`src/pipt_pkg.sv`:
```
// ************************************************************
// Register map and field layout
// ************************************************************
package pipt_pkg;

  localparam int unsigned PIPT_ADDR_W = 12;
  localparam int unsigned PIPT_DATA_W = 32;
  localparam int unsigned PIPT_REG_W = 8;
  localparam int unsigned PIPT_PAD_W = PIPT_DATA_W - PIPT_REG_W;

  localparam logic [PIPT_ADDR_W-1:0] PIPT_LEVEL_OFFSET = 12'h000;
  localparam logic [PIPT_ADDR_W-1:0] PIPT_CTRL_OFFSET = 12'h004;
  localparam logic [PIPT_ADDR_W-1:0] PIPT_STATUS_OFFSET = 12'h008;

  // Level select fields
  localparam int unsigned PIPT_BIT_OSC_FAIL = 7;
  localparam int unsigned PIPT_BIT_COMPARATOR = 6;
  localparam int unsigned PIPT_BIT_UNUSED = 5;
  localparam int unsigned PIPT_BIT_NVM_WRITE = 4;
  localparam int unsigned PIPT_BIT_BUS_COLLISION = 3;
  localparam int unsigned PIPT_BIT_LOW_VOLTAGE = 2;
  localparam int unsigned PIPT_BIT_TIMER_THREE = 1;
  localparam int unsigned PIPT_BIT_CAPTURE_TWO = 0;

  localparam logic [PIPT_REG_W-1:0] PIPT_LEVEL_RESET = 8'hdf;
  localparam logic [PIPT_REG_W-1:0] PIPT_LEVEL_MASK = 8'hdf;

  // Control fields
  localparam int unsigned PIPT_BIT_PRIO_ENABLE = 7;
  localparam logic PIPT_PRIO_ENABLE_RESET = 1'b0;

  // Status fields
  localparam int unsigned PIPT_BIT_STAT_HIGH = 0;
  localparam int unsigned PIPT_BIT_STAT_LOW = 1;

endpackage : pipt_pkg

```
`src/pipt_steer.sv`:
```
`timescale 1ns/1ps
// ************************************************************
// Routes pending sources onto the two request levels
// ************************************************************
module pipt_steer #(
  parameter int unsigned WIDTH = 8
) (
  input wire logic [WIDTH-1:0] pending_in,
  input wire logic [WIDTH-1:0] level_in,
  input wire logic enable_in,
  output logic high_out,
  output logic low_out
);

  always_comb
  begin
    if (enable_in)
    begin
      high_out = |(pending_in & level_in);
      low_out = |(pending_in & ~level_in);
    end
    else
    begin
      // Single-level mode: every source shares the one vector
      high_out = |pending_in;
      low_out = 1'b0;
    end
  end

endmodule : pipt_steer

```
`src/pipt_level_regs.sv`:
```
// The APB slave port and the placing of the registers were chosen for this implementation.
`timescale 1ns/1ps
// Notes on behaviour
// - Bit 4 puts the memory write-done source at high level when one.
// - Bit 3 puts the bus collision source at high level when one.
// - Bit 2 puts the low-voltage source at high level when one.
// - Bit 1 puts the third timer overflow source at high level when one.
// - Levels apply only while the priority enable is set, else one level.
module pipt_level_regs (
  input wire logic clk_in,
  input wire logic rst_in,
  input wire logic psel_in,
  input wire logic penable_in,
  input wire logic pwrite_in,
  input wire logic [pipt_pkg::PIPT_ADDR_W-1:0] paddr_in,
  input wire logic [pipt_pkg::PIPT_DATA_W-1:0] pwdata_in,
  output logic [pipt_pkg::PIPT_DATA_W-1:0] prdata_out,
  output logic pready_out,
  output logic pslverr_out,
  input wire logic [pipt_pkg::PIPT_REG_W-1:0] source_pending_in,
  output logic [pipt_pkg::PIPT_REG_W-1:0] level_select_out,
  output logic priority_levels_enable_out,
  output logic high_req_out,
  output logic low_req_out
);
  import pipt_pkg::*;

  // ************************************************************
  // Register state
  // ************************************************************
  logic osc_fail_level;
  logic comparator_level;
  logic nvm_write_level;
  logic bus_collision_level;
  logic low_voltage_level;
  logic timer_three_overflow_level;
  logic capture_compare_two_level;
  logic priority_levels_enable;

  logic [PIPT_REG_W-1:0] peripheral_irq_level_select_two;
  logic [PIPT_REG_W-1:0] ctrl_value;
  logic [PIPT_REG_W-1:0] status_value;
  logic [PIPT_REG_W-1:0] pending_used;
  logic next_high;
  logic next_low;

  // ************************************************************
  // Bus decode
  // ************************************************************
  logic access;
  logic commit;
  logic hit_level;
  logic hit_ctrl;
  logic hit_status;
  logic mapped;

  // Answer one cycle into the access phase, so reads come from flops
  assign access = psel_in & penable_in;
  assign commit = access & pready_out;
  assign hit_level = (paddr_in == PIPT_LEVEL_OFFSET);
  assign hit_ctrl = (paddr_in == PIPT_CTRL_OFFSET);
  assign hit_status = (paddr_in == PIPT_STATUS_OFFSET);
  assign mapped = hit_level | hit_ctrl | hit_status;

  // ************************************************************
  // Level select register
  // ************************************************************
  always_ff @(posedge clk_in or posedge rst_in)
  begin
    if (rst_in)
    begin
      osc_fail_level <= PIPT_LEVEL_RESET[PIPT_BIT_OSC_FAIL];
      comparator_level <= PIPT_LEVEL_RESET[PIPT_BIT_COMPARATOR];
      nvm_write_level <= PIPT_LEVEL_RESET[PIPT_BIT_NVM_WRITE];
      bus_collision_level <= PIPT_LEVEL_RESET[PIPT_BIT_BUS_COLLISION];
      low_voltage_level <= PIPT_LEVEL_RESET[PIPT_BIT_LOW_VOLTAGE];
      timer_three_overflow_level <= PIPT_LEVEL_RESET[PIPT_BIT_TIMER_THREE];
      capture_compare_two_level <= PIPT_LEVEL_RESET[PIPT_BIT_CAPTURE_TWO];
    end
    else if (commit && pwrite_in && hit_level)
    begin
      osc_fail_level <= pwdata_in[PIPT_BIT_OSC_FAIL];
      comparator_level <= pwdata_in[PIPT_BIT_COMPARATOR];
      nvm_write_level <= pwdata_in[PIPT_BIT_NVM_WRITE];
      bus_collision_level <= pwdata_in[PIPT_BIT_BUS_COLLISION];
      low_voltage_level <= pwdata_in[PIPT_BIT_LOW_VOLTAGE];
      timer_three_overflow_level <= pwdata_in[PIPT_BIT_TIMER_THREE];
      capture_compare_two_level <= pwdata_in[PIPT_BIT_CAPTURE_TWO];
    end
  end

  // Unused bit 5 is a constant zero, so writes to it vanish
  always_comb
  begin
    peripheral_irq_level_select_two = '0;
    peripheral_irq_level_select_two[PIPT_BIT_OSC_FAIL] = osc_fail_level;
    peripheral_irq_level_select_two[PIPT_BIT_COMPARATOR] = comparator_level;
    peripheral_irq_level_select_two[PIPT_BIT_UNUSED] = 1'b0;
    peripheral_irq_level_select_two[PIPT_BIT_NVM_WRITE] = nvm_write_level;
    peripheral_irq_level_select_two[PIPT_BIT_BUS_COLLISION] =
      bus_collision_level;
    peripheral_irq_level_select_two[PIPT_BIT_LOW_VOLTAGE] = low_voltage_level;
    peripheral_irq_level_select_two[PIPT_BIT_TIMER_THREE] =
      timer_three_overflow_level;
    peripheral_irq_level_select_two[PIPT_BIT_CAPTURE_TWO] =
      capture_compare_two_level;
  end

  // ************************************************************
  // Control register
  // ************************************************************
  always_ff @(posedge clk_in or posedge rst_in)
  begin
    if (rst_in)
    begin
      priority_levels_enable <= PIPT_PRIO_ENABLE_RESET;
    end
    else if (commit && pwrite_in && hit_ctrl)
    begin
      priority_levels_enable <= pwdata_in[PIPT_BIT_PRIO_ENABLE];
    end
  end

  always_comb
  begin
    ctrl_value = '0;
    ctrl_value[PIPT_BIT_PRIO_ENABLE] = priority_levels_enable;
  end

  // ************************************************************
  // Request steering
  // ************************************************************
  // A pending line on the unused position must never raise a request
  assign pending_used = source_pending_in & PIPT_LEVEL_MASK;

  pipt_steer #(
    .WIDTH(PIPT_REG_W)
  ) u_steer (
    .pending_in(pending_used),
    .level_in(peripheral_irq_level_select_two),
    .enable_in(priority_levels_enable),
    .high_out(next_high),
    .low_out(next_low)
  );

  always_ff @(posedge clk_in or posedge rst_in)
  begin
    if (rst_in)
    begin
      high_req_out <= 1'b0;
      low_req_out <= 1'b0;
    end
    else
    begin
      high_req_out <= next_high;
      low_req_out <= next_low;
    end
  end

  always_comb
  begin
    status_value = '0;
    status_value[PIPT_BIT_STAT_HIGH] = high_req_out;
    status_value[PIPT_BIT_STAT_LOW] = low_req_out;
  end

  // ************************************************************
  // Mirrored outputs
  // ************************************************************
  always_ff @(posedge clk_in or posedge rst_in)
  begin
    if (rst_in)
    begin
      level_select_out <= PIPT_LEVEL_RESET;
      priority_levels_enable_out <= PIPT_PRIO_ENABLE_RESET;
    end
    else
    begin
      level_select_out <= peripheral_irq_level_select_two;
      priority_levels_enable_out <= priority_levels_enable;
    end
  end

  // ************************************************************
  // Bus answer
  // ************************************************************
  always_ff @(posedge clk_in or posedge rst_in)
  begin
    if (rst_in)
    begin
      pready_out <= 1'b0;
      pslverr_out <= 1'b0;
    end
    else
    begin
      pready_out <= access & ~pready_out;
      pslverr_out <= access & ~pready_out & ~mapped;
    end
  end

  always_ff @(posedge clk_in or posedge rst_in)
  begin
    if (rst_in)
    begin
      prdata_out <= '0;
    end
    else if (access && !pready_out && !pwrite_in)
    begin
      if (hit_level)
      begin
        prdata_out <= {{PIPT_PAD_W{1'b0}}, peripheral_irq_level_select_two};
      end
      else if (hit_ctrl)
      begin
        prdata_out <= {{PIPT_PAD_W{1'b0}}, ctrl_value};
      end
      else if (hit_status)
      begin
        prdata_out <= {{PIPT_PAD_W{1'b0}}, status_value};
      end
      else
      begin
        prdata_out <= '0;
      end
    end
    else
    begin
      prdata_out <= '0;
    end
  end

endmodule : pipt_level_regs

```
`config.mk`:
```
export PLATFORM = sky130hd
export DESIGN_NAME = pipt_level_regs
export DESIGN_NICKNAME = d
export VERILOG_FILES = /design/src/pipt_pkg.sv /design/src/pipt_steer.sv /design/src/pipt_level_regs.sv
export SDC_FILE = /design/constraint.sdc
export NUM_CORES = 1
export LEC_CHECK = 0
export BUFFER_PORTS_ARGS = -buffer_cell sky130_fd_sc_hd__buf_2
export CORE_MARGIN = 2
export CORE_UTILIZATION = 38
export DETAILED_ROUTE_END_ITERATION = 12
export HOLD_SLACK_MARGIN = 0.12
export PLACE_DENSITY_LB_ADDON = 0.08
export SYNTH_ARGS = -nofsm -noshare
export SYNTH_HDL_FRONTEND = slang
export SYNTH_SLANG_ARGS = --single-unit
```
`constraint.sdc`:
```
create_clock -name clk_in -period 1.7 [get_ports clk_in]
set_input_delay 0.085 -clock clk_in [delete_from_list [all_inputs] [get_ports clk_in]]
set_output_delay 0.085 -clock clk_in [all_outputs]
set_load 0.02 [all_outputs]
```
==> flow_metrics.tcl, run 1 <==
set metrics [dict create \
    track_usage_pct 15.5 \
    synth_top_cell_by_area "dfstp_2" \
    vias 982 \
    numCtsBuffers 3 \
    crit_path_start "pready_out" \
    irDropWorstVdd_mv 0.234 \
    cts.clk_slew.worst_paths_ps 150 \
    cts_tree "built" \
    area_growth_pct 35.4 \
    r2r_end "prdata_out[4]" \
    synth-main-ff-cell "dfstp_2" \
    antenna_left 0 \
    max_stage_delay_ps 440 \
    critPathMaxFanout 6 \
    dr.max_layer_used "met4" \
    period_share_pct 88.7 \
    ys_ff_latch 27 \
    p_per_area_nw_per_um2 646 \
    ctsLongestPathBuffers 2 \
    cts_root_buf "clkbuf_4" \
    drtPass1Iterations 4 \
    start_kind "flop" \
    grt_max_degree 28 \
    synthCells 107 \
    avgSynthCellArea_um2 11.8 \
    skew_ps 6.84 \
    die_w_um 61.6 \
    synth_edf_count 0 \
    nFillCells 285 \
    grt_antenna_before_repair 0 \
    io_buffers 49 \
    nets 237 \
    slew_viol_final 0 \
    drt-met1-wl_mm 1.10 \
    ios 102 \
    cts_sinks 27 \
    status "finished, final reports clean" \
    synth_area_leaders "dfstp_2, dfrtp_1, buf_4" \
    arrival_ps 1770 \
    p_total_uw 1100 \
    synth_common_cells "buf_4, dfstp_2, dfrtp_1" \
    vias_per_cell 4.40 \
    grt_remaining_overflow 0 \
    crit_end "prdata_out[4]" \
    cpMaxStageDelayCell "dfrtp_1" \
    netlist-cell-type-count 27 \
    core_area_um2 3100 \
    maxCapViolCount 0 \
    gp_congestion 0.871 \
    path_cells "or3_4 > or3_1 > nor3b_1" \
    cts_max_level 1 \
    synth_top_area_share_pct 29.2 \
    fin_setup_tns_ps 0 \
    drt-total-wl_mm 2.73 \
    seq_area_frac_synth_pct 55.1 \
    met2_length_mm 1.41 \
    end_kind "flop" \
    hold_path.class "input pin to flop" \
    r2r_cells 3 \
    fin_util_pct 54.9 \
    path_class "flop to flop" \
    r2r_slack_ps 190 \
    start_util_pct 40.6 \
    grt_pass1_vias 902 \
    clock_latency_ps 330 \
    die_h_um 61.6 \
    grt_pass1_wl_mm 4.19 \
    yosys.cell_count.top_type "buf_4" \
    num_rows 20 \
    required_ps 1960 \
    post_cts_buffers 0 \
    p_leak_uw 0.000845 \
    async_flop_share_pct 100 \
    drive_gt1_share_pct 44.7 \
    antenna_cells 0 \
    wl_per_cell_um 12.2 \
    dieArea_um2 3790 \
    dp_hpwl_mm 1.79 \
    setup_violations 0 \
    finalHoldViolations 0 \
    max_freq_mhz 663 \
    route.met3.wl_um 175 \
    drtIter0Drc 38 \
    min_period_ps 1510 \
    synth_area_um2 1260 \
    drcViolationCount 0 \
    whs_ps 110 \
    rsz0062_at_grt "false" \
    synth_warnings 0 \
    worstReg2RegStart "pready_out" \
]
[placed cells by master (no fill, tap or decap), drive strengths merged, types with 4 or more instances in the layout]
cell         instances
dfstp               14
buf                 51
nor3                 4
dfrtp               13
nor4                 4
nor2                 4
dlygate4sd3         20
mux2                 8
conb                26
inv                  8
[sequential cells by signal (all words and copies together), names as in the netlist]
register / cells
osc_fail_level: 1
pready_out: 1
low_voltage_level: 1
capture_compare_two_level: 1
level_select_out: 7
bus_collision_level: 1
pslverr_out: 1
priority_levels_enable_out: 1
comparator_level: 1
nvm_write_level: 1
high_req_out: 1
timer_three_overflow_level: 1
priority_levels_enable: 1
prdata_out: 7
low_req_out: 1
[what timing repair did]
item | 4_1_cts | 5_1_grt
gates resized for setup | 0 | 2
hold buffers | 21 | 0
endpoints found under the hold margin | 43 | 0
setup endpoints to repair | 0 | 1
[metal layers]
layer	global-route usage (%)	vias to the layer above
li1	-	464
met1	18.9	460
met2	26.6	54
met3	1.47	4
met4	8.81	0
met5	0	-
[through the flow]
step / cell area, um2 / setup WS (ps) / instances
3_3_place_gp: 1470 / 122 / 199
2_1_floorplan: 1350 / 174 / 132
4_1_cts: 1700 / 14.0 / 224
6_report: 1700 / 192 / 223
3_5_place_dp: 1470 / 91.0 / 199
5_1_grt: 1700 / 42.0 / 223
[area by class of cell]
| class | count | area, um2 | area share, % |
|---|---|---|---|
| well taps | 44 | 55.1 | 3.23 |
| repair buffers | 71 | 460 | 27.0 |
| clock buffers | 3 | 22.5 | 1.32 |
| clock inverters | 1 | 5.00 | 0.294 |
| flip-flops and latches | 27 | 693 | 40.7 |
| multi-input cells | 69 | 438 | 25.7 |
| inverters | 8 | 30.0 | 1.76 |
[critical path: cells and delay by family (launching register included)]
kind / cells / cell delay, ps
simple gates: 3 / 1010
flops: 1 / 440
[kinds of logic (layout without fill, tap and decap cells)]
group                  after synthesis  in the layout  synth area share [%]
AO/OA/AOI/OAI                        9              9                  5.47
flip-flops                          27             27                  55.1
AND/OR/NAND/NOR                     23             23                  11.1
multiplexers                        11             11                  9.54
buffers and inverters               36             83                  18.5
other                                1             26                 0.298
[worst min-delay path by stage]
stage | from | end | cells past startpoint
2_1_floorplan | rst_in | high_req_out | 1
3_3_place_gp | rst_in | pslverr_out | 3
3_5_place_dp | rst_in | pslverr_out | 3
4_1_cts | paddr_in[6] | prdata_out[7] | 4
5_1_grt | psel_in | prdata_out[7] | 4
6_report | psel_in | prdata_out[7] | 4
[where the power goes]
group | internal, uW | switching [uW] | total (uW)
clock | 88.5 | 196 | 284
combinational | 66.1 | 102 | 168
sequential | 647 | 1.96 | 649
(Power assumes the default switching activity.)
==> inputs of run 2 (changes only) <==
--- a/config.mk
+++ b/config.mk
@@ -11,6 +11,8 @@
 export DETAILED_ROUTE_END_ITERATION = 12
 export HOLD_SLACK_MARGIN = 0.12
 export PLACE_DENSITY_LB_ADDON = 0.08
+export RECOVER_POWER = 100
+export SETUP_SLACK_MARGIN = 0.5
 export SYNTH_ARGS = -nofsm -noshare
 export SYNTH_HDL_FRONTEND = slang
 export SYNTH_SLANG_ARGS = --single-unit
==> constraint.sdc (replaced) <==
create_clock -name clk_in -period 1.6 [get_ports clk_in]
set_input_delay 0.08 -clock clk_in [delete_from_list [all_inputs] [get_ports clk_in]]
set_output_delay 0.08 -clock clk_in [all_outputs]
set_load 0.02 [all_outputs]
==> run 2 against run 1 <==
  * First-iteration DRC count is 39% lower
  * Maximum frequency is 6.6% higher
  * Largest cell class unchanged
  * Via count up 2.2%
  * Clock skew increased by 9.1 ps
  * Critical path depth did not move
  * Global-route usage is 0.11 points lower
  * Core utilization grew 1.3 points
==> flow_metrics.tcl, run 2 (same netlist as run 1, synthesis figures left out) <==
set metrics [dict create \
    grt_pass1_wl_mm 4.18 \
    cts_tree "built" \
    vias 1004 \
    drt-total-wl_mm 2.75 \
    start_util_pct 40.6 \
    num_rows 20 \
    gp_congestion 0.934 \
    hold_path.class "input pin to flop" \
    numCtsBuffers 3 \
    finalHoldViolations 0 \
    most-common-layout-cells "buf_2, conb_1, clkbuf_1, dlygate4sd3_1, dfrtp_1" \
    drcViolationCount 0 \
    drive_gt1_share_pct 33.5 \
    end_kind "flop" \
    antenna_cells 0 \
    start_kind "flop" \
    drtIter0Drc 23 \
    period_share_pct 88.4 \
    irDropWorstVdd_mv 0.320 \
    p_per_area_nw_per_um2 670 \
    min_period_ps 1410 \
    dieArea_um2 3790 \
    grt_antenna_before_repair 0 \
    wl_per_cell_um 12.2 \
    dp_hpwl_mm 1.85 \
    clock_latency_ps 330 \
    cts_sinks 27 \
    cts_max_level 1 \
    antenna_left 0 \
    nets 240 \
    die_w_um 61.6 \
    p_leak_uw 0.000813 \
    required_ps 1850 \
    maxCapViolCount 0 \
    skew_ps 16.0 \
    vias_per_cell 4.44 \
    slew_headroom_pct 56.3 \
    fin_util_pct 56.3 \
    worst_slew_pin_slew_ps 655 \
    grt_pass1_vias 967 \
    final_common_cell "buf_2" \
    grt_max_degree 28 \
    ios 102 \
    rsz0062_at_grt "true" \
    path_class "flop to flop" \
    grt_remaining_overflow 0 \
    die_h_um 61.6 \
    critPathMaxFanout 6 \
    core_area_um2 3100 \
    track_usage_pct 15.4 \
    io_buffers 49 \
    fin_setup_tns_ps 0 \
    cts_root_buf "clkbuf_4" \
    ctsLongestPathBuffers 2 \
    area_growth_pct 38.7 \
    top_regs "level_select_out x7, prdata_out x7" \
    arrival_ps 1660 \
    slew_viol_final 0 \
    cts.clk_slew.worst_paths_ps 140 \
    max_freq_mhz 707 \
    setup_violations 0 \
    status "finished, final reports clean" \
    drtPass1Iterations 6 \
]
-- run 2: worst max-delay path, cell delays in order, from the launching register on --
cell	delay [ps]
dfrtp_2	440
or3_1	360
or3_4	390
nor3_1	150
-- run 2: report_power, final --
group / total [uW] / switching (uW) / internal [uW]
clock network: 301 / 205 / 95.7
registers: 688 / 1.41 / 687
logic: 181 / 113 / 67.3
total: 1170 / 320 / 849
-- run 2: layer usage --
layer	share of wire (%)	track usage, %	up-vias
li1	-	-	470
met1	38	18.3	469
met2	52	25.6	57
met3	6.7	2.52	8
met4	3.1	10.0	0
met5	0	0	-
-- run 2: path summary, 6_finish.rpt --
path / start / end / slack, ps / cells after the start
hold reg to reg: capture_compare_two_level / level_select_out[0] / 430 / 0
setup reg to reg: pready_out / prdata_out[2] / 190 / 3
max in group asynchronous: rst_in / pready_out / 690 / 4
setup / recovery: pready_out / prdata_out[2] / 190 / 3
min in group asynchronous: rst_in / prdata_out[1] / 430 / 4
hold / removal: pwrite_in / prdata_out[7] / 20 / 3
-- run 2: stage by stage --
stage	cells	cell area (um2)	power, uW	hold slack [ps]	worst slack [ps]
after floorplan	132	1410	835	122	113
after detailed placement	200	1520	846	152	2.01
after global placement	200	1520	844	149	21.0
final	226	1750	1170	21.4	185
after global routing	226	1750	1220	8.48	128
after CTS	225	1800	1180	-2.23	199
-- run 2: area by class of cell --
cell class	instances	area, um2
fill	288	1360
sequential	27	694
multi-input combinational	69	480
timing repair buffer	74	455
tap	44	55.1
inverter	8	30.0
clock buffer	3	22.5
clock inverter	1	7.51
-- run 2: what timing repair did --
action / in CTS / in global routing
setup buffers: 5 / 1
hold endpoints to repair: 44 / 7
hold buffers: 16 / 1
setup endpoints to repair: 23 / 24
gates resized for setup: 16 / 15
pin swaps: 2 / 3
==> inputs of run 3 (changes only) <==
--- a/config.mk
+++ b/config.mk
@@ -6,7 +6,7 @@
 export NUM_CORES = 1
 export LEC_CHECK = 0
 export BUFFER_PORTS_ARGS = -buffer_cell sky130_fd_sc_hd__buf_2
-export CORE_MARGIN = 2
+export CORE_MARGIN = 4
 export CORE_UTILIZATION = 38
 export DETAILED_ROUTE_END_ITERATION = 12
 export HOLD_SLACK_MARGIN = 0.12
==> constraint.sdc (replaced) <==
create_clock -name clk_in -period 1.6 [get_ports clk_in]
set_input_delay 0 -clock clk_in [delete_from_list [all_inputs] [get_ports clk_in]]
set_output_delay 0 -clock clk_in [all_outputs]
set_load 0.02 [all_outputs]
==> run 3 against run 2 <==
  * The flow now finishes with violations (negative hold slack)
  * Sequential share of layout area rose by 0.057 points
  * Largest power group unchanged
  * Die area rose by 13%
  * Maximum frequency fell by 0.85%
  * Hold slack got worse by 71 ps
  * Clock skew fell by 11 ps
  * Largest cell class unchanged
  * Critical path type unchanged
  * Critical path depth did not move
  * Global-route usage fell by 1.2 points
  * Core utilization fell by 0.081 points
==> flow_metrics.tcl, run 3 (same netlist as run 1, synthesis figures left out) <==
set metrics [dict create \
    grt_max_degree 19 \
    hold_path.class "input pin to flop" \
    drtPass1Iterations 5 \
    p_seq_share_pct 59.3 \
    rsz0062_at_grt "true" \
    drt-total-wl_mm 2.94 \
    dp_hpwl_mm 2.13 \
    final_common_cell "buf_2" \
    numCtsBuffers 3 \
    cts.clk_slew.worst_paths_ps 140 \
    track_usage_pct 14.2 \
    ios 102 \
    area_growth_pct 38.5 \
    whs_ps -49.5 \
    grt_antenna_before_repair 0 \
    vias_per_cell 4.35 \
    drtIter0Drc 56 \
    cts_root_buf "clkbuf_4" \
    switchingPower_uw 314 \
    cpMaxStageDelayCell "dfrtp_2" \
    violations "negative hold slack" \
    irDropWorstVdd_mv 0.250 \
    p_per_area_nw_per_um2 666 \
    start_kind "flop" \
    vias 992 \
    internal_power_uw 848 \
    cts_max_level 1 \
    die_h_um 65.6 \
    status "finished, violations left" \
    p_comb_share_pct 14.9 \
    slew_viol_final 0 \
    path_class "flop to flop" \
    critPathMaxFanout 6 \
    grt_pass1_wl_mm 4.66 \
    max_freq_mhz 701 \
    gp_congestion 0.915 \
    end_kind "flop" \
    drive_gt1_share_pct 35.3 \
    die_w_um 65.6 \
    max_stage_delay_ps 450 \
    worst_slew_pin_slew_ps 647 \
    antenna_cells 0 \
    most-common-layout-cells "buf_2, conb_1, clkbuf_1, dlygate4sd3_1, dfrtp_1" \
    period_share_pct 89.2 \
    ctsLongestPathBuffers 2 \
    maxCapViolCount 0 \
    core_area_um2 3100 \
    top_regs "level_select_out x7, prdata_out x7" \
    start_util_pct 40.6 \
    cts_tree "built" \
    hold_buffers 16 \
    num_rows 20 \
    switching_share_pct 27.0 \
    wl_per_cell_um 12.9 \
    setup_violations 0 \
    path_cells "or3_1 > or3_4 > nor3b_2" \
    grt_pass1_vias 1044 \
    arrival_ps 1690 \
    clock_latency_ps 330 \
    slew_headroom_pct 56.8 \
    p_leak_uw 0.000800 \
    min_period_ps 1430 \
    required_ps 1870 \
    io_buffers 49 \
    stdcell_area_um2 1740 \
    cts_sinks 27 \
    fin_setup_tns_ps 0 \
    antenna_left 0 \
    skew_ps 4.89 \
    finalHoldViolations 1 \
    drcViolationCount 0 \
    nets 242 \
    dpl_cell_area_um2 1510 \
    grt_remaining_overflow 0 \
    pwr-share-clk_pct 25.8 \
    dieArea_um2 4300 \
]
==> run 3: cell count changes in the layout (fill, tap and decap cells not counted), sizes merged <==
cell / change
clkbuf: +1
clkinvlp: -1
buf: +2
dlygate4sd3: +2
dlymetal6s4s: -2
==> run 3: repair_timing <==
item / 4_1_cts / 5_1_grt
gates resized for setup: 9 / 4
endpoints found under the hold margin: 32 / 7
gates cloned: 0 / 0
pin swaps: 6 / 3
setup endpoints to repair: 17 / 17
buffers inserted: 8 / 0
==> run 3: power groups by stage <==
stage	combinational [uW]	sequential, uW	clock, uW
2_1_floorplan	128	705	0
3_3_place_gp	135	701	0
3_5_place_dp	138	701	0
4_1_cts	173	690	309
5_1_grt	188	689	336
6_report	173	688	300
==> run 3: path summary, 6_finish.rpt <==
kind | end | cells past startpoint | from | slack, ps
setup / recovery | prdata_out[4] | 3 | pready_out | 170
hold / removal | prdata_out[7] | 3 | pwrite_in | -50
setup reg to reg | prdata_out[4] | 3 | pready_out | 170
hold reg to reg | level_select_out[0] | 0 | capture_compare_two_level | 440
max in group asynchronous | bus_collision_level | 4 | rst_in | 440
min in group asynchronous | prdata_out[1] | 3 | rst_in | 280
==> run 3: metrics by stage <==
stage	utilization, %	cells	setup slack (ps)	total power [uW]	hold slack (ps)
3_3_place_gp	48.5	200	49.3	836	111
2_1_floorplan	-	132	113	833	42.3
4_1_cts	57.5	228	173	1170	-58.4
3_5_place_dp	48.5	200	42.9	839	122
5_1_grt	56.2	228	126	1210	-38.3
6_report	56.2	228	173	1160	-49.5
==> run 3: area by class of cell <==
| cell class | instances | area (um2) |
|---|---|---|
| Timing Repair Buffer | 76 | 469 |
| Multi-Input combinational cell | 69 | 468 |
| Clock buffer | 4 | 26.3 |
| Inverter | 8 | 30.0 |
| Sequential cell | 27 | 694 |
| Tap cell | 44 | 55.1 |
| Fill cell | 314 | 1360 |
==> run 3: worst max-delay path, delay by kind of cell (launching register included) <==
family	cells	cell delay (ps)
flops	1	450
simple gates	3	930
==> run 3: metal layers <==
metal	global-route usage [%]	wire, um
met5	0	0
met4	7.25	80
met3	1.88	199
met2	26.0	1550
met1	15.9	1110
